$ cat config.mk
export PLATFORM = sky130hd
export DESIGN_NAME = rtw_seq
export DESIGN_NICKNAME = d
export VERILOG_FILES = /design/src/core/rtw_pkg.sv /design/src/core/rtw_seq.sv
export SDC_FILE = /design/constraint.sdc
export NUM_CORES = 1
export LEC_CHECK = 0
export BUFFER_PORTS_ARGS = -buffer_cell sky130_fd_sc_hd__buf_2
export CAP_MARGIN = 5
export CORE_MARGIN = 1
export CORE_UTILIZATION = 45
export DETAILED_ROUTE_END_ITERATION = 10
export GPL_ROUTABILITY_DRIVEN = 0
export HOLD_SLACK_MARGIN = 0.06
export PLACE_DENSITY = 0.76
export SYNTH_ARGS = -nofsm -noshare
export SYNTH_HDL_FRONTEND = slang
export SYNTH_SLANG_ARGS = --single-unit
$ cat constraint.sdc
create_clock -name sys_clk_i -period 6 [get_ports sys_clk_i]
set_input_delay 0.6 -clock sys_clk_i [delete_from_list [all_inputs] [get_ports sys_clk_i]]
set_output_delay 0.6 -clock sys_clk_i [all_outputs]
set_load 0.05 [all_outputs]
$ cat src/core/rtw_pkg.sv
package rtw_pkg;

  // Clock rate and documented times in ns
  localparam int CLK_MHZ = 50;
  localparam int T_TX_RAMP_NS = 16000;
  localparam int T_TX_SETTLE_NS = 32000;
  localparam int T_WAKE_COLD_NS = 240000;
  localparam int T_WAKE_WARM_NS = 25000;
  localparam int T_RST_WAKE_NS = 37000;
  localparam int T_XOSC_NS = 215000;
  localparam int T_PLL_INIT_NS = 110000;
  localparam int T_ANALOG_REGULATOR_NS = 60000;

  // Cycle counts, least times rounded up
  localparam int TX_RAMP_CYC = (T_TX_RAMP_NS * CLK_MHZ + 999) / 1000;
  localparam int TX_SETTLE_CYC = (T_TX_SETTLE_NS * CLK_MHZ + 999) / 1000;
  localparam int WAKE_COLD_CYC = (T_WAKE_COLD_NS * CLK_MHZ + 999) / 1000;
  localparam int WAKE_WARM_CYC = (T_WAKE_WARM_NS * CLK_MHZ + 999) / 1000;
  localparam int RST_WAKE_CYC = (T_RST_WAKE_NS * CLK_MHZ + 999) / 1000;
  localparam int XOSC_CYC = (T_XOSC_NS * CLK_MHZ + 999) / 1000;
  localparam int PLL_INIT_CYC = (T_PLL_INIT_NS * CLK_MHZ + 999) / 1000;
  localparam int PLL_FAST_CYC = ((T_PLL_INIT_NS - T_ANALOG_REGULATOR_NS) * CLK_MHZ + 999) / 1000;
  localparam int RST_HOLD_CYC = 3;
  localparam int TMR_W = 14;

  // Register byte offsets
  localparam logic [7:0] ADDR_CMD = 8'h00;
  localparam logic [7:0] ADDR_STATUS = 8'h04;
  localparam logic [7:0] ADDR_PIN = 8'h08;
  localparam logic [7:0] ADDR_MASK = 8'h0c;
  localparam logic [7:0] ADDR_CFG = 8'h10;

  // Field positions and reset values
  localparam int PIN_TRIG_BIT = 0;
  localparam int PIN_RST_BIT = 1;
  localparam int CFG_EXT_BIT = 0;
  localparam logic [4:0] CMD_RST = 5'h00;
  localparam logic [5:0] MASK_RST = 6'h00;
  localparam logic [1:0] PIN_RST = 2'h0;

  // Interrupt vector bit positions
  localparam int IRQ_LOCK = 0;
  localparam int IRQ_RX_START = 1;
  localparam int IRQ_RX_DONE = 2;
  localparam int IRQ_TX_DONE = 3;
  localparam int IRQ_ADDR = 4;
  localparam int IRQ_WAKE = 5;
  localparam int IRQ_N = 6;

  // State command field codes
  localparam logic [4:0] CMD_NOP = 5'h00;
  localparam logic [4:0] CMD_TX_START = 5'h02;
  localparam logic [4:0] CMD_FORCE_OFF = 5'h03;
  localparam logic [4:0] CMD_FORCE_PLL = 5'h04;
  localparam logic [4:0] CMD_RX_ON = 5'h06;
  localparam logic [4:0] CMD_OFF = 5'h08;
  localparam logic [4:0] CMD_PLL_ON = 5'h09;

  // State readback codes
  localparam logic [4:0] STS_BUSY_RX = 5'h01;
  localparam logic [4:0] STS_BUSY_TX = 5'h02;
  localparam logic [4:0] STS_RX_ON = 5'h06;
  localparam logic [4:0] STS_OFF = 5'h08;
  localparam logic [4:0] STS_PLL_ON = 5'h09;
  localparam logic [4:0] STS_SLEEP = 5'h0f;
  localparam logic [4:0] STS_TRANS = 5'h1f;

  typedef enum logic [11:0] {
    ST_SLEEP = 12'h001,
    ST_WAKE = 12'h002,
    ST_RST_HOLD = 12'h004,
    ST_RST_WAKE = 12'h008,
    ST_OFF = 12'h010,
    ST_PLL_RAMP = 12'h020,
    ST_PLL_ON = 12'h040,
    ST_RX_ON = 12'h080,
    ST_BUSY_RX = 12'h100,
    ST_TX_RAMP = 12'h200,
    ST_BUSY_TX = 12'h400,
    ST_TX_SETTLE = 12'h800
  } rtw_state_type;

  typedef struct packed {
    logic psel;
    logic penable;
    logic pwrite;
    logic [7:0] paddr;
    logic [31:0] pwdata;
  } rtw_apb_in_type;

  typedef struct packed {
    logic [31:0] prdata;
    logic pready;
    logic pslverr;
  } rtw_apb_out_type;

  typedef struct packed {
    logic gie;
    logic xosc_running;
    logic adc_analog_regulator_on;
    logic shr_detect;
    logic phr_valid;
    logic addr_match;
    logic rx_end;
    logic addr_pass;
    logic fcs_ok;
    logic tx_done;
    logic [6:0] tx_len;
  } rtw_radio_in_type;

  typedef struct packed {
    logic xosc_en;
    logic ftn_cal;
    logic analog_regulator_en;
    logic rx_en;
    logic synth_tx;
    logic pa_en;
    logic shr_start;
    logic [IRQ_N-1:0] irq;
  } rtw_radio_out_type;

  typedef struct packed {
    rtw_state_type state;
    logic [TMR_W-1:0] tmr;
    logic [1:0] rst_cnt;
    logic [4:0] cmd;
    logic [5:0] mask;
    logic ext_mode;
    logic [1:0] pin;
    logic trig_d;
    logic was_sleep;
    logic pend_rx;
    logic pend_off;
    rtw_apb_out_type apb;
    rtw_radio_out_type radio;
  } rtw_regs_type;

endpackage

$ cat src/core/rtw_seq.sv
// Our own choices: the APB slave port and the register addresses.
`timescale 1ns/10ps
module rtw_seq import rtw_pkg::*; #(
  parameter int WAKE_COLD_P = WAKE_COLD_CYC,
  parameter int XOSC_P = XOSC_CYC,
  parameter int PLL_INIT_P = PLL_INIT_CYC
) (
  // Clock and reset
  input wire logic sys_clk_i,
  input wire logic sys_rst_i,
  // Register bus
  input wire rtw_apb_in_type apb_i,
  output rtw_apb_out_type apb_o,
  // Radio front end and modem
  input wire rtw_radio_in_type radio_i,
  output rtw_radio_out_type radio_o
);

  // Refuse counts that the timer cannot hold
  if (WAKE_COLD_P < 1 || XOSC_P < 1 || PLL_INIT_P < 2 ||
      RST_WAKE_CYC + XOSC_P >= 2 ** TMR_W || WAKE_COLD_P >= 2 ** TMR_W ||
      PLL_INIT_P >= 2 ** TMR_W) begin : g_bad_cfg
    $error("rtw_seq: timer counts out of range");
  end

  // Regulator share of the ramp; a shortened ramp keeps at least one cycle
  localparam int ANALOG_REGULATOR_SHARE = PLL_INIT_CYC - PLL_FAST_CYC;
  localparam int PLL_FAST_P = (PLL_INIT_P > ANALOG_REGULATOR_SHARE) ? PLL_INIT_P - ANALOG_REGULATOR_SHARE : 1;

  // Reset image: clock-only state, all fields at default
  localparam rtw_regs_type REGS_RST = '{
    state: ST_OFF, tmr: '0, rst_cnt: '0, cmd: CMD_RST, mask: MASK_RST,
    ext_mode: 1'b0, pin: PIN_RST, trig_d: 1'b0, was_sleep: 1'b0,
    pend_rx: 1'b0, pend_off: 1'b0, apb: '0, radio: '0};

  rtw_regs_type r; // Registered state
  rtw_regs_type n; // Next state
  logic cmd_wr; // Command written this cycle and accepted
  logic [4:0] cmd_val; // Written command code
  logic reg_wr; // APB write completes this cycle
  logic trig_rise; // Trigger bit went 0 to 1
  logic busy; // Receive or transmit in progress
  logic [IRQ_N-1:0] ev; // Raw event pulses before gating

  // State readback code, 1F while a transition runs
  function automatic logic [4:0] sts_code(input rtw_state_type s);
    logic [4:0] c;
    c = STS_TRANS;
    case (s)
      ST_SLEEP: c = STS_SLEEP;
      ST_OFF: c = STS_OFF;
      ST_PLL_ON: c = STS_PLL_ON;
      ST_RX_ON: c = STS_RX_ON;
      ST_BUSY_RX: c = STS_BUSY_RX;
      ST_TX_RAMP, ST_BUSY_TX: c = STS_BUSY_TX;
      default: c = STS_TRANS;
    endcase
    return c;
  endfunction

  // Next-state logic: bus slave, reset procedure and state machine
  always_comb begin
    n = r;
    ev = '0;
    n.apb.pready = 1'b0;
    n.apb.pslverr = 1'b0;
    n.radio.shr_start = 1'b0;
    reg_wr = apb_i.psel && apb_i.penable && r.apb.pready && apb_i.pwrite;
    cmd_val = apb_i.pwdata[4:0];
    // Commands are dropped while a transition runs; software must poll
    cmd_wr = reg_wr && (apb_i.paddr == ADDR_CMD) && (sts_code(r.state) != STS_TRANS);
    trig_rise = r.pin[PIN_TRIG_BIT] && !r.trig_d;
    busy = (r.state == ST_BUSY_RX) || (r.state == ST_TX_RAMP) || (r.state == ST_BUSY_TX);
    n.trig_d = r.pin[PIN_TRIG_BIT];
    if (r.tmr != '0) begin
      n.tmr = r.tmr - 1'b1;
    end

    // Reset bit wins over everything; pin register itself is kept
    if (r.pin[PIN_RST_BIT] && r.state != ST_RST_HOLD) begin
      n.state = ST_RST_HOLD;
      n.rst_cnt = 2'(RST_HOLD_CYC - 1);
      n.was_sleep = (r.state == ST_SLEEP);
      n.cmd = CMD_RST;
      n.mask = MASK_RST;
      n.ext_mode = 1'b0;
      n.pend_rx = 1'b0;
      n.pend_off = 1'b0;
      n.tmr = '0;
    end else if (r.state == ST_RST_HOLD) begin
      // Self-release after the hold, then rerun the wake sequence
      if (r.rst_cnt == '0) begin
        n.pin[PIN_RST_BIT] = 1'b0;
        n.state = ST_RST_WAKE;
        // A reset from sleep also waits for the oscillator
        n.tmr = r.was_sleep ? TMR_W'(RST_WAKE_CYC + XOSC_P - 1) : TMR_W'(RST_WAKE_CYC - 1);
      end else begin
        n.rst_cnt = r.rst_cnt - 1'b1;
      end
    end else if (cmd_wr && cmd_val == CMD_FORCE_OFF && r.state != ST_SLEEP && r.state != ST_WAKE &&
                 r.state != ST_RST_WAKE) begin
      // Forced off aborts any activity at once
      n.state = ST_OFF;
      n.pend_rx = 1'b0;
      n.pend_off = 1'b0;
    end else if (cmd_wr && cmd_val == CMD_FORCE_PLL && (busy || r.state == ST_RX_ON)) begin
      // Fast return to synthesizer-on without dropping the regulator
      n.state = ST_PLL_ON;
      n.pend_rx = 1'b0;
      n.pend_off = 1'b0;
    end else begin
      // Listen commands during transmit and off commands during any activity are remembered, not acted on
      if (cmd_wr && busy) begin
        if (cmd_val == CMD_RX_ON && r.state != ST_BUSY_RX) begin
          n.pend_rx = 1'b1;
        end else if (cmd_val == CMD_OFF) begin
          n.pend_off = 1'b1;
        end
      end
      case (r.state)
        ST_SLEEP: begin
          // Clearing the trigger wakes; warm oscillator shortens it
          if (!r.pin[PIN_TRIG_BIT]) begin
            n.state = ST_WAKE;
            n.tmr = radio_i.xosc_running ? TMR_W'(WAKE_WARM_CYC - 1) : TMR_W'(WAKE_COLD_P - 1);
          end
        end
        ST_WAKE, ST_RST_WAKE: begin
          // Filter tuning runs here; wake event on arrival
          if (r.tmr == '0) begin
            n.state = ST_OFF;
            ev[IRQ_WAKE] = 1'b1;
          end
        end
        ST_OFF: begin
          if (trig_rise) begin
            n.state = ST_SLEEP;
          end else if (cmd_wr && cmd_val == CMD_PLL_ON) begin
            n.state = ST_PLL_RAMP;
            // Regulator ramp skipped when the converter already runs it
            n.tmr = radio_i.adc_analog_regulator_on ? TMR_W'(PLL_FAST_P - 1) : TMR_W'(PLL_INIT_P - 1);
          end else if (cmd_wr && cmd_val == CMD_RX_ON) begin
            // Listen entered at once; regulator ramps beneath it
            n.state = ST_RX_ON;
          end
        end
        ST_PLL_RAMP: begin
          if (r.tmr == '0) begin
            n.state = ST_PLL_ON;
            ev[IRQ_LOCK] = 1'b1;
          end
        end
        ST_PLL_ON: begin
          // Only this state accepts a transmit start
          if (trig_rise || (cmd_wr && cmd_val == CMD_TX_START)) begin
            n.state = ST_TX_RAMP;
            n.tmr = TMR_W'(TX_RAMP_CYC - 1);
          end else if (cmd_wr && cmd_val == CMD_RX_ON) begin
            n.state = ST_RX_ON;
          end else if (cmd_wr && cmd_val == CMD_OFF) begin
            n.state = ST_OFF;
          end
        end
        ST_RX_ON: begin
          if (radio_i.shr_detect) begin
            n.state = ST_BUSY_RX;
          end else if (cmd_wr && cmd_val == CMD_PLL_ON) begin
            n.state = ST_PLL_ON;
          end else if (cmd_wr && cmd_val == CMD_OFF) begin
            n.state = ST_OFF;
          end
        end
        ST_BUSY_RX: begin
          ev[IRQ_RX_START] = radio_i.phr_valid;
          ev[IRQ_ADDR] = radio_i.addr_match;
          if (radio_i.rx_end) begin
            // Extended mode reports only filtered frames with good FCS
            ev[IRQ_RX_DONE] = !r.ext_mode || (radio_i.addr_pass && radio_i.fcs_ok);
            n.state = (r.pend_off || n.pend_off) ? ST_OFF : ST_RX_ON;
            n.pend_off = 1'b0;
          end
        end
        ST_TX_RAMP: begin
          // Synthesizer shifted and amplifier ramping during the wait
          if (r.tmr == '0) begin
            if (radio_i.tx_len == 7'h00) begin
              n.state = ST_PLL_ON;
              n.pend_rx = 1'b0;
              n.pend_off = 1'b0;
            end else begin
              n.state = ST_BUSY_TX;
              n.radio.shr_start = 1'b1;
            end
          end
        end
        ST_BUSY_TX: begin
          if (radio_i.tx_done) begin
            n.state = ST_TX_SETTLE;
            n.tmr = TMR_W'(TX_SETTLE_CYC - 1);
            ev[IRQ_TX_DONE] = 1'b1;
          end
        end
        ST_TX_SETTLE: begin
          // Held commands are carried out once the synthesizer settles
          if (r.tmr == '0) begin
            if (r.pend_off) begin
              n.state = ST_OFF;
            end else if (r.pend_rx) begin
              n.state = ST_RX_ON;
            end else begin
              n.state = ST_PLL_ON;
            end
            n.pend_rx = 1'b0;
            n.pend_off = 1'b0;
          end
        end
        default: begin
          n.state = ST_OFF;
        end
      endcase
    end

    // Register writes; a software set wins over the hardware release
    if (reg_wr) begin
      if (apb_i.paddr == ADDR_CMD) begin
        // Unknown codes are stored for readback but drive nothing
        n.cmd = cmd_val;
      end else if (apb_i.paddr == ADDR_PIN) begin
        n.pin = apb_i.pwdata[1:0];
      end else if (apb_i.paddr == ADDR_MASK) begin
        n.mask = apb_i.pwdata[IRQ_N-1:0];
      end else if (apb_i.paddr == ADDR_CFG) begin
        n.ext_mode = apb_i.pwdata[CFG_EXT_BIT];
      end
    end

    // Setup phase: prepare read data, answer in the access phase
    if (apb_i.psel && !apb_i.penable && !r.apb.pready) begin
      n.apb.pready = 1'b1;
      if (apb_i.paddr == ADDR_CMD) begin
        n.apb.prdata = {27'h0000000, r.cmd};
      end else if (apb_i.paddr == ADDR_STATUS) begin
        n.apb.prdata = {27'h0000000, sts_code(r.state)};
      end else if (apb_i.paddr == ADDR_PIN) begin
        n.apb.prdata = {30'h00000000, r.pin};
      end else if (apb_i.paddr == ADDR_MASK) begin
        n.apb.prdata = {26'h0000000, r.mask};
      end else if (apb_i.paddr == ADDR_CFG) begin
        n.apb.prdata = {31'h00000000, r.ext_mode};
      end else begin
        n.apb.prdata = 32'h00000000;
        n.apb.pslverr = 1'b1;
      end
    end

    // Events reach the pins only when masked in and globally enabled
    n.radio.irq = ev & n.mask & {IRQ_N{radio_i.gie}};

    // Analog controls follow the next state
    n.radio.xosc_en = (n.state != ST_SLEEP);
    n.radio.ftn_cal = (n.state == ST_WAKE) || (n.state == ST_RST_WAKE);
    n.radio.analog_regulator_en = !(n.state inside {ST_SLEEP, ST_WAKE, ST_RST_HOLD, ST_RST_WAKE, ST_OFF});
    n.radio.rx_en = (n.state == ST_RX_ON) || (n.state == ST_BUSY_RX);
    n.radio.synth_tx = (n.state == ST_TX_RAMP) || (n.state == ST_BUSY_TX);
    n.radio.pa_en = (n.state == ST_TX_RAMP) || (n.state == ST_BUSY_TX);
  end

  // State register, main reset gives the clock-only state
  always_ff @(posedge sys_clk_i or posedge sys_rst_i) begin
    if (sys_rst_i) begin
      r <= REGS_RST;
    end else begin
      r <= n;
    end
  end

  assign apb_o = r.apb;
  assign radio_o = r.radio;

  // Helper: cycles spent in the current state, for checks only
  logic [TMR_W-1:0] dwell;
  always_ff @(posedge sys_clk_i or posedge sys_rst_i) begin
    if (sys_rst_i) begin
      dwell <= '0;
    end else if (n.state != r.state) begin
      dwell <= '0;
    end else begin
      dwell <= dwell + 1'b1;
    end
  end

  a_tx_only_synth: assert property (
    @(posedge sys_clk_i) disable iff (sys_rst_i)
    (n.state == ST_TX_RAMP && r.state != ST_TX_RAMP) |-> r.state == ST_PLL_ON)
    else $error("transmit started outside synthesizer-on");

  a_trig_starts_tx: assert property (
    @(posedge sys_clk_i) disable iff (sys_rst_i)
    (r.state == ST_PLL_ON && r.pin[PIN_TRIG_BIT] && !r.trig_d && !r.pin[PIN_RST_BIT] && !cmd_wr)
    |=> r.state == ST_TX_RAMP && radio_o.pa_en)
    else $error("trigger rise did not start transmit");

  a_tx_ramp_time: assert property (
    @(posedge sys_clk_i) disable iff (sys_rst_i)
    (r.state == ST_TX_RAMP && n.state == ST_BUSY_TX) |-> dwell == TMR_W'(TX_RAMP_CYC - 1))
    else $error("transmit ramp length wrong");

  a_zero_len_abort: assert property (
    @(posedge sys_clk_i) disable iff (sys_rst_i)
    (r.state == ST_TX_RAMP && r.tmr == '0 && radio_i.tx_len == 7'h00 && !r.pin[PIN_RST_BIT] && !cmd_wr)
    |=> r.state == ST_PLL_ON && !radio_o.shr_start)
    else $error("zero length frame not aborted");

  a_tx_done_irq: assert property (
    @(posedge sys_clk_i) disable iff (sys_rst_i)
    (r.state == ST_BUSY_TX && radio_i.tx_done && n.mask[IRQ_TX_DONE] && radio_i.gie &&
     !r.pin[PIN_RST_BIT] && !cmd_wr)
    |=> radio_o.irq[IRQ_TX_DONE] && !radio_o.pa_en ##1 !radio_o.irq[IRQ_TX_DONE])
    else $error("transmit done irq or amplifier wrong");

  a_settle_time: assert property (
    @(posedge sys_clk_i) disable iff (sys_rst_i)
    (r.state == ST_TX_SETTLE && n.state != ST_TX_SETTLE && !r.pin[PIN_RST_BIT] && !cmd_wr)
    |-> dwell == TMR_W'(TX_SETTLE_CYC - 1))
    else $error("settle time wrong");

  a_rx_held: assert property (
    @(posedge sys_clk_i) disable iff (sys_rst_i)
    (r.state == ST_TX_SETTLE && r.tmr == '0 && r.pend_rx && !r.pend_off && !r.pin[PIN_RST_BIT] && !cmd_wr)
    |=> r.state == ST_RX_ON)
    else $error("held listen command lost");

  a_rst_clears: assert property (
    @(posedge sys_clk_i) disable iff (sys_rst_i)
    $rose(r.state == ST_RST_HOLD) |-> r.mask == MASK_RST && r.cmd == CMD_RST && !r.ext_mode)
    else $error("transceiver reset left registers set");

  a_rst_release: assert property (
    @(posedge sys_clk_i) disable iff (sys_rst_i)
    $rose(r.state == ST_RST_HOLD) |-> (r.state == ST_RST_HOLD) [*3] ##1 r.state == ST_RST_WAKE)
    else $error("reset not released after three cycles");

  a_irq_gated: assert property (
    @(posedge sys_clk_i) disable iff (sys_rst_i)
    (radio_o.irq != '0) |-> $past(radio_i.gie) && ((radio_o.irq & ~r.mask) == '0))
    else $error("irq raised while masked or disabled");

  a_listen_at_once: assert property (
    @(posedge sys_clk_i) disable iff (sys_rst_i)
    (r.state == ST_OFF && cmd_wr && cmd_val == CMD_RX_ON && !trig_rise && !r.pin[PIN_RST_BIT])
    |=> r.state == ST_RX_ON && radio_o.rx_en)
    else $error("listen not entered at once");

  a_force_off_now: assert property (
    @(posedge sys_clk_i) disable iff (sys_rst_i)
    (busy && cmd_wr && cmd_val == CMD_FORCE_OFF && !r.pin[PIN_RST_BIT])
    |=> r.state == ST_OFF && !radio_o.pa_en && !radio_o.rx_en)
    else $error("forced off did not abort at once");

  a_plain_off_held: assert property (
    @(posedge sys_clk_i) disable iff (sys_rst_i)
    (r.state == ST_BUSY_RX && cmd_wr && cmd_val == CMD_OFF && !radio_i.rx_end && !r.pin[PIN_RST_BIT])
    |=> r.state == ST_BUSY_RX && r.pend_off)
    else $error("plain off not held during reception");

  a_wake_irq: assert property (
    @(posedge sys_clk_i) disable iff (sys_rst_i)
    ((r.state == ST_WAKE || r.state == ST_RST_WAKE) && r.tmr == '0 && !r.pin[PIN_RST_BIT])
    |=> r.state == ST_OFF && radio_o.irq[IRQ_WAKE] == (r.mask[IRQ_WAKE] && $past(radio_i.gie)))
    else $error("wake irq or clock-only entry wrong");

  a_regulator_skip: assert property (
    @(posedge sys_clk_i) disable iff (sys_rst_i)
    (r.state == ST_OFF && cmd_wr && cmd_val == CMD_PLL_ON && !trig_rise && !r.pin[PIN_RST_BIT])
    |=> r.state == ST_PLL_RAMP && radio_o.analog_regulator_en && (r.tmr < TMR_W'(PLL_INIT_P - 1)) == $past(radio_i.adc_analog_regulator_on))
    else $error("regulator ramp not skipped or not started");

  a_listen_from_synth: assert property (
    @(posedge sys_clk_i) disable iff (sys_rst_i)
    (r.state == ST_PLL_ON && cmd_wr && cmd_val == CMD_RX_ON && !trig_rise && !r.pin[PIN_RST_BIT])
    |=> r.state == ST_RX_ON && radio_o.rx_en)
    else $error("listen from synthesizer-on refused");

endmodule

==> results of run 1 <==
## cells by family (layout without fill, tap and decap cells)
logic type	count (synthesis)	after routing	synth area share, %
AOI/OAI and AO/OA	148	148	19.6
xor gates and xnor gates	16	16	2.95
adders and majority gates	2	2	0.527
buffers and inverters	93	91	11.6
DFF	66	66	34.8
muxes	5	5	1.08
other	1	26	0.0790
and+or+nand+nor	263	263	29.4
## layout make-up
type	count	share of cell area [%]
Clock buffer	9	2.45
Tap cell	136	3.37
Timing Repair Buffer	60	6.14
Sequential cell	66	32.7
Clock inverter	7	2.00
Inverter	15	1.11
Multi-Input combinational cell	460	52.2
## power breakdown
part	switching [mW]	total [mW]	leakage [nW]	internal (mW)
clock	0.192	0.428	0.106	0.237
sequential	0.0402	0.529	0.886	0.488
combinational	0.260	0.403	1.37	0.143
## per-layer routing
| layer | part of all wire (%) | up-vias |
|---|---|---|
| met5 | 0 | - |
| met4 | 4.0 | 0 |
| met3 | 10 | 56 |
| met2 | 45 | 327 |
| met1 | 40 | 2094 |
| li1 | - | 2110 |
## critical path: cells and delay by family, from the launching register on
family | cells | cell delay, ns
AND/OR/NAND/NOR | 7 | 2.99
flip-flops | 1 | 0.53
## through the flow
step	total power, mW	setup WS [ns]	hold slack, ns	util [%]
after floorplan	0.849	2.90	0.370	-
after global placement	0.914	2.52	0.453	47.0
after detailed placement	0.928	2.45	0.473	47.0
after CTS	1.35	2.43	0.462	49.2
after global routing	1.42	2.22	0.461	49.2
final	1.36	2.34	0.470	49.2
## path summary, 6_finish.rpt
check                                startpoint               endpoint  slack, ns  depth (start not counted)
min in group sys_clk_i              radio_i[11]   radio_o[4]$_DFF_PP0_       0.47                          2
hold / removal                        sys_rst_i        r[89]$_DFF_PP0_       0.47                          3
setup reg to reg                r[87]$_DFF_PP0_  radio_o[10]$_DFF_PP0_       2.34                          7
hold reg to reg            apb_o[6]$_DFFE_PP0P_   apb_o[6]$_DFFE_PP0P_       0.48                          2
setup / recovery                r[87]$_DFF_PP0_  radio_o[10]$_DFF_PP0_       2.34                          7
max in group asynchronous             sys_rst_i        r[78]$_DFF_PP0_       4.97                          3
## flip-flops by register name, indices dropped and copies added (netlist names)
name,count
apb_o,8
n,1
radio_o,12
r,45
## cells in the final DEF (no fill, tap or decap), drive strengths merged, types with 4 or more instances in the layout
cell type and n:
and2 7, o221ai 4, or3 9, o21bai 4, nand4b 5, nand2 67
o21ai 49, clkbuf 9, nor4 19, dfrtp 65, or4 8, xor2 9
and3 9, buf 60, nor2 51, mux2i 4, xnor2 7, o31ai 6
nand2b 13, a21oi 41, or2 5, nand3 24, nor3 19, inv 16
conb 26, a21o 5, a31oi 6, a211oi 7, nor4b 4, nor2b 7
==> summary.txt, run 1 <==
Run status
  • Outcome: complete, but fails checks
  • Failing checks: design-rule violations

Floorplanning
  • I/O pin cnt: 109
  • Die height: 105 um
  • Row count: 37
  • Core area: 10300 sq um
  • Die Wd: 105 um
  • Initial core utilization: 46.2%
  • Full die area: 11000 sq um

Global route
  • Pin count of the biggest net entering global routing: 67
  • Top Usage Layer GRT: met2
  • Gr usage total: a little under a quarter
  • Total gr overflow: 0
  • Initial antenna violation count: 0
  • First-pass GRT wire length: ~21 mm
  • Vias in the first global route: between 4000 and 5000
  • GR Util met2: 37.3%
  • Met3 Track Usage GR: 4.80%
  • Grt met1 use: 31.5%

Yosys
  • Netlist cell types: 73
  • Register area share after synthesis: 34.8%
  • Yosys synthesis warning count: 0
  • Syn avg cell area: 8.00 sq um
  • Most frequent cell after synthesis: nand2_1
  • Mapped Area: 4750 sq um
  • Synthesized instance count: between 500 and 600
  • EDFF count, synth: 0
  • Synth top cells by count: nand2_1 (67), dfrtp_1 (65), nor2_1 (51)
  • Most used DFF post-synth: dfrtp_1
  • Flops & latches, synth: 66
  • Ys async rst share: 100%
  • Synth top area share: 34.2%
  • Synth top area cells: dfrtp_1 (34%), buf_4 (7.4%), nand2_1 (5.3%)
  • Post-synth top area cell: dfrtp_1

Drt
  • DRC errors left: 1
  • DR vias: 4587
  • WL per Instance: 17.3 um
  • Antenna Nets Post-Route: 0
  • DR iter-0 viols: 476
  • Avg Vias per Cell: 6.09
  • Final WL: 13.1 mm
  • Drt pass-1 iters: 9

Power
  • Leakage: 2.36 nW
  • PwrDens: between 200 and 300 nW/um^2
  • Maximum VDD drop: 168 uV

Finish
  • Area growth syn-to-layout: 6.43%
  • Register Area: 1650 sq um
  • Fin cells: 753
  • Final instance area: 5050 sq um
  • Fraction of layout cells with a size suffix above 1: 15.6%
  • # fillers: 997
  • Nets: around 680
  • N_diodes: 0
  • Multi-input combinational cell area: 2640 sq um

STA
  • Final Setup Violations: 0
  • Minimum clock period: about 3.7 ns
  • RSZ-0062 raised after global routing: false
  • Fin Setup TNS: 0 ns
  • Skew final: 0.0157 ns
  • Final hold viol count: 0
  • Slew margin rel.: 44.6%
  • Period Utilization, post-route: 61.0%
  • Max-slew violations: 0
  • Fmax: 273 MHz
  • Worst Max-Slew Pin Slew: 0.831 ns

Clock tree
  • Clock transition at path regs: 0.09 ns
  • Worst-skew pair later-pin latency: about 0.36 ns
  • Clock Sinks: 66
  • Clock buffer depth: 2
  • TritonCTS clock tree: built
  • Root Driver: clkbuf_8
  • Total CTS buffers: 9
  • Post-CTS resize count: 0
  • CTS H-tree lvls: 3
  • Setup repair bufs after CTS: 0
  • Hold_buf cts: 0

Place
  • Placed Cells: 737
  • Final HPWL DP: 9.72 mm
  • DP Area: 4830 sq um
  • PortBufs: 56

Setup path
  • CP arrival: 3.89 ns
  • CP Launch Type: register
  • Cells along the critical path: or4_1, nor2_1, nand4b_1, and2_1, or3_1, nor2_1, nor4_2
  • Critical Path Max Stage Delay: 0.69 ns
  • Top cell by count, worst path: nor2_1
  • CP required: between 6 and 7 ns
  • Max stage delay cell, worst path: or4_1
  • Worst Path Max Fanout: 12
  • Critical path class: register to register
  • Endpoint type of the worst setup path: register

Flow run
  • Maxcap violations: 0

Hold path
  • Hold WC Path Type: input port to asynchronous set/reset pin
Power figures use the tool's default switching activity.
==> run 2, diff against run 1 <==
- clock period: 6 -> 3.8 ns (I/O delays scaled with it)
==> run 2 against run 1 <==
Net effect: the run now ends clean; flip-flop and latch count unchanged; count of clock-buffer cells in the layout increased by 3; first-iteration DRC count unchanged; wire length increased by 0.29%.
==> summary.txt, run 2 (synthesized netlist as in run 1, its figures left out) <==
Hold path
  • Hold WC Path Type: input port to asynchronous set/reset pin

Finish
  • Max FFs per register: 45
  • Final cell utilization of the core: 49.2%
  • Most frequent cells in the layout: nand2_1 (67), dfrtp_1 (65), buf_2 (56)
  • Nets: 679
  • Most common cell after layout, fill and taps aside: nand2_1
  • Fraction of layout cells with a size suffix above 1: 15.8%
  • Area growth syn-to-layout: 6.48%
  • N_diodes: 0
  • Largest reg by FF count: r

Run status
  • Outcome: finished clean

Setup path
  • Endpoint type of the worst setup path: register
  • Critical path class: register to register
  • Critical Path Max Stage Delay: 0.70 ns
  • Worst Path Max Fanout: 11
  • Cells along the critical path: or4_1, or3_4, o21bai_1, nand4_1, a21oi_1, or3_1, nor2_1, nor4_2
  • CP Launch Type: register
  • CP required: 4.05 ns
  • Buffers & Inverters on Critical Path: 0
  • Max stage delay cell, worst path: or4_1
  • R2r setup slk: ~0.23 ns
  • CP arrival: 3.82 ns
  • Delay-heaviest family, CP: simple AND/OR/NAND/NOR gates

Power
  • PwrDens: 413 nW/um^2
  • Leakage: 2.36 nW
  • Maximum VDD drop: 379 uV

Flow run
  • Maxcap violations: 0

Floorplanning
  • Full die area: roughly 11000 sq um
  • Die height: between 100 and 150 um
  • Row count: 37
  • Initial core utilization: 46.2%
  • I/O pin cnt: around 110
  • Die Wd: between 100 and 150 um
  • Core area: 10300 sq um

Global route
  • Grt met1 use: 31.6%
  • Gr usage total: roughly 25%
  • Vias in the first global route: 4274
  • Top Usage Layer GRT: met2
  • GR Util met2: 38.1%
  • Met3 Track Usage GR: 6.18%
  • First-pass GRT wire length: 21.2 mm
  • Pin count of the biggest net entering global routing: 38
  • Initial antenna violation count: 0
  • Total gr overflow: 0

Place
  • Setup WS pre-CTS: 0.326 ns
  • PortBufs: 56
  • Final HPWL DP: approximately 10 mm

STA
  • Fmax: 280 MHz
  • Skew final: 0.0142 ns
  • Worst Max-Slew Pin Slew: 0.789 ns
  • Final Worst Setup Slack: roughly 0.23 ns
  • Period Utilization, post-route: 94.0%
  • Slew margin rel.: roughly 47%
  • Final Setup Violations: 0
  • Final hold viol count: 0
  • Minimum clock period: 3.57 ns
  • Fin Setup TNS: 0 ns
  • RSZ-0062 raised after global routing: false
  • Max-slew violations: 0

Clock tree
  • Setup repair bufs after CTS: 0
  • Worst-skew pair later-pin latency: 0.36 ns
  • Root Driver: clkbuf_8
  • Post-CTS resize count: 0
  • Clock Sinks: 66
  • TritonCTS clock tree: built
  • Clock transition at path regs: about 0.07 ns
  • Total CTS buffers: 9
  • Hold_buf cts: 0
  • Clock buffer depth: 2
  • CTS H-tree lvls: 3

Drt
  • Drt pass-1 iters: 8
  • DR vias: 4567
  • Final WL: 13.1 mm
  • WL per Instance: around 17 um
  • Antenna Nets Post-Route: 0
  • DR iter-0 viols: 476
  • DRC errors left: 0
  • Avg Vias per Cell: about 6.0
[run 2: final cells by class]
class | count | area [sq um]
Clock buffer | 12 | 155
Inverter | 15 | 56.3
Multi-Input combinational cell | 460 | 2640
Timing Repair Buffer | 63 | 333
Sequential cell | 66 | 1650
Clock inverter | 4 | 50.0
Fill cell | 1016 | 5220
Tap cell | 136 | 170
[run 2: path summary, 6_finish.rpt]
check	endpoint	depth (start not counted)	start
worst max-delay path	radio_o[10]$_DFF_PP0_	8	r[81]$_DFF_PP0_
worst min-delay path	r[91]$_DFF_PP0_	2	sys_rst_i
worst max register to register	radio_o[10]$_DFF_PP0_	8	r[81]$_DFF_PP0_
worst min register to register	apb_o[4]$_DFFE_PP0P_	2	apb_o[4]$_DFFE_PP0P_
max in group asynchronous	r[85]$_DFF_PP1_	3	sys_rst_i
min in group sys_clk_i	radio_o[4]$_DFF_PP0_	2	radio_i[11]
[run 2: power by group]
part           internal [mW]  switching (mW)  total (mW)
combinational          0.227           0.413       0.639
clock                  0.338           0.274       0.612
sequential             0.771          0.0665       0.838
[run 2: metrics by stage]
| stage | cells | hold slack [ns] | power (mW) | instance area, sq um |
|---|---|---|---|---|
| after floorplan | 619 | 0.370 | 1.34 | 4840 |
| after global placement | 740 | 0.454 | 1.45 | 4850 |
| after detailed placement | 740 | 0.472 | 1.47 | 4850 |
| after CTS | 756 | 0.191 | 2.08 | 5060 |
| after global routing | 756 | 0.234 | 2.20 | 5060 |
| final | 756 | 0.164 | 2.09 | 5060 |
[run 2: layer usage]
layer  share of wire (%)  routed length [um]
met4                 4.1                 534
met1                  40                5300
met5                   0                   0
met2                  46                6020
met3                 9.5                1250
[run 2: worst reg2reg max path, delay by kind of cell, from the launching register on]
family	cells	cell delay, ns
simple gates	6	2.14
flops	1	0.49
compound gates	2	0.85
==> run 3, diff against run 2 <==
- REMOVE_ABC_BUFFERS: not set -> 1
==> run 3 against run 2 <==
Net effect: the flow now finishes with violations (design-rule violations); combinational power rose by 1%; via count is 2.5% higher; flip-flop and latch count did not move.
==> summary.txt, run 3 (synthesized netlist as in run 1, its figures left out) <==
STA
  • Slew margin rel.: 53.5%
  • Worst Max-Slew Pin Slew: approximately 0.7 ns
  • Max-slew violations: 0
  • Final Setup Violations: 0
  • Period Utilization, post-route: 89.6%
  • Final hold viol count: 0
  • Fin Setup TNS: 0 ns
  • Fmax: 294 MHz
  • RSZ-0062 raised after global routing: false
  • Skew final: approximately 0.014 ns
  • Minimum clock period: 3.40 ns

Floorplanning
  • Core area: 10300 sq um
  • Initial core utilization: between 40% and 50%
  • I/O pin cnt: roughly 110
  • Row count: 37
  • Full die area: 11000 sq um
  • Die Wd: between 100 and 150 um
  • Die height: 105 um

Global route
  • Total gr overflow: 0
  • Gr usage total: 25.2%
  • Initial antenna violation count: 0
  • Vias in the first global route: 4299
  • First-pass GRT wire length: 21.7 mm
  • Pin count of the biggest net entering global routing: 36

Finish
  • Most common cell after layout, fill and taps aside: nand2_1
  • Nets: 683
  • Register Area: 1650 sq um
  • Multi-input combinational cell area: 2640 sq um
  • Max FFs per register: 45
  • Largest reg by FF count: r
  • Fraction of layout cells with a size suffix above 1: 16.2%
  • # fillers: 1000
  • Most frequent cells in the layout: nand2_1 (67), dfrtp_1 (65), buf_2 (56)
  • N_diodes: 0
  • Area growth syn-to-layout: 7.38%

Run status
  • Outcome: complete, but fails checks
  • Failing checks: design-rule violations

Drt
  • Antenna Nets Post-Route: 0
  • WL per Instance: 18.1 um
  • Final WL: 13.7 mm
  • DRC errors left: 1
  • DR iter-0 viols: 884
  • Avg Vias per Cell: 6.16
  • DR vias: 4679
  • Drt pass-1 iters: 11

Setup path
  • CP required: 4.06 ns
  • CP arrival: between 3 and 4 ns
  • Worst Path Max Fanout: 9
  • Endpoint type of the worst setup path: register
  • CP Launch Type: register
  • Worst R2R Path Depth: 8
  • Critical path class: register to register

Place
  • Final HPWL DP: 10.1 mm
  • PortBufs: 56

Power
  • Leakage: roughly 2.4 nW
  • Tot Pwr: 2.17 mW
  • Maximum VDD drop: roughly 170 uV
  • Switch Pwr: between 0.7 and 0.8 mW
  • Part of the power in combinational logic: 29.9%
  • P_int: 1.39 mW
  • Sw Ratio: 36.1%
  • PwrDens: 425 nW/um^2
  • Seq pwr share: 38.6%
  • Clock power share: 31.5%

Clock tree
  • Setup repair bufs after CTS: 0
  • Root Driver: clkbuf_8
  • Clock buffer depth: 2
  • TritonCTS clock tree: built
  • Total CTS buffers: 9
  • Post-CTS resize count: 0
  • Worst-skew pair later-pin latency: 0.37 ns
  • Hold_buf cts: 0
  • CTS H-tree lvls: 3
  • Clock Sinks: 66
  • Clock transition at path regs: 0.08 ns

Hold path
  • Hold WC Path Type: input port to asynchronous set/reset pin

Flow run
  • Maxcap violations: 0
[run 3: cell types whose count changed in the layout (fill, tap and decap cells not counted)]
cell        before  now
clkbuf_8        11   10
buf_4            7   11
clkinv_4         0    1
clkinv_2         1    0
clkinvlp_4       2    1
bufinv_16        1    2
[run 3: routing by layer]
metal	vias to the layer above	share of wire (%)	track usage [%]
met2	382	43	38.2
li1	2117	-	-
met5	-	0	0
met3	75	13	8.05
met1	2105	40	32.4
met4	0	4.0	12.4
[run 3: per-stage QoR]
stage          utilization (%)  cell area, sq um  instances  setup slack, ns  hold slack [ns]
2_1_floorplan                -              4350        541            0.432            0.468
3_3_place_gp              47.5              4880        744            0.549            0.450
3_5_place_dp              47.5              4880        744            0.499            0.463
4_1_cts                   49.6              5100        759            0.480            0.137
5_1_grt                   49.6              5100        759            0.167            0.171
6_report                  49.6              5100        759            0.396            0.107
[run 3: power groups by stage]
stage | sequential (mW) | clock [mW] | combinational (mW)
detailed placement | 0.848 | 0 | 0.624
CTS | 0.836 | 0.683 | 0.628
global placement | 0.843 | 0 | 0.609
finish | 0.838 | 0.682 | 0.648
global route | 0.846 | 0.714 | 0.707
floorplan | 0.845 | 0 | 0.455
[run 3: layout make-up]
type | count | share of cell area [%]
multi-input cells | 460 | 51.8
flip-flops and latches | 66 | 32.4
repair buffers | 67 | 7.11
well taps | 136 | 3.34
clock buffers | 11 | 2.77
clock inverters | 4 | 1.50
inverters | 15 | 1.10
[run 3: critical path: stages, from the launching register on]
cell      delay (ns)
dfrtp_1         0.43
or4_1           0.66
nand2b_1        0.27
or4_1           0.72
o21ai_1         0.19
and4b_1         0.26
a21boi_0        0.28
o221ai_1        0.26
nor4_2          0.22
[run 3: final timing paths]
path,from,endpoint,slack (ns)
min in group sys_clk_i,radio_i[12],radio_o[1]$_DFF_PP0_,0.25
setup / recovery,r[70]$_DFF_PP0_,radio_o[10]$_DFF_PP0_,0.40
hold / removal,sys_rst_i,r[65]$_DFFE_PP0P_,0.11
setup reg to reg,r[70]$_DFF_PP0_,radio_o[10]$_DFF_PP0_,0.40
hold reg to reg,apb_o[7]$_DFFE_PP0P_,apb_o[7]$_DFFE_PP0P_,0.47
max in group asynchronous,sys_rst_i,r[57]$_DFF_PP0_,2.78
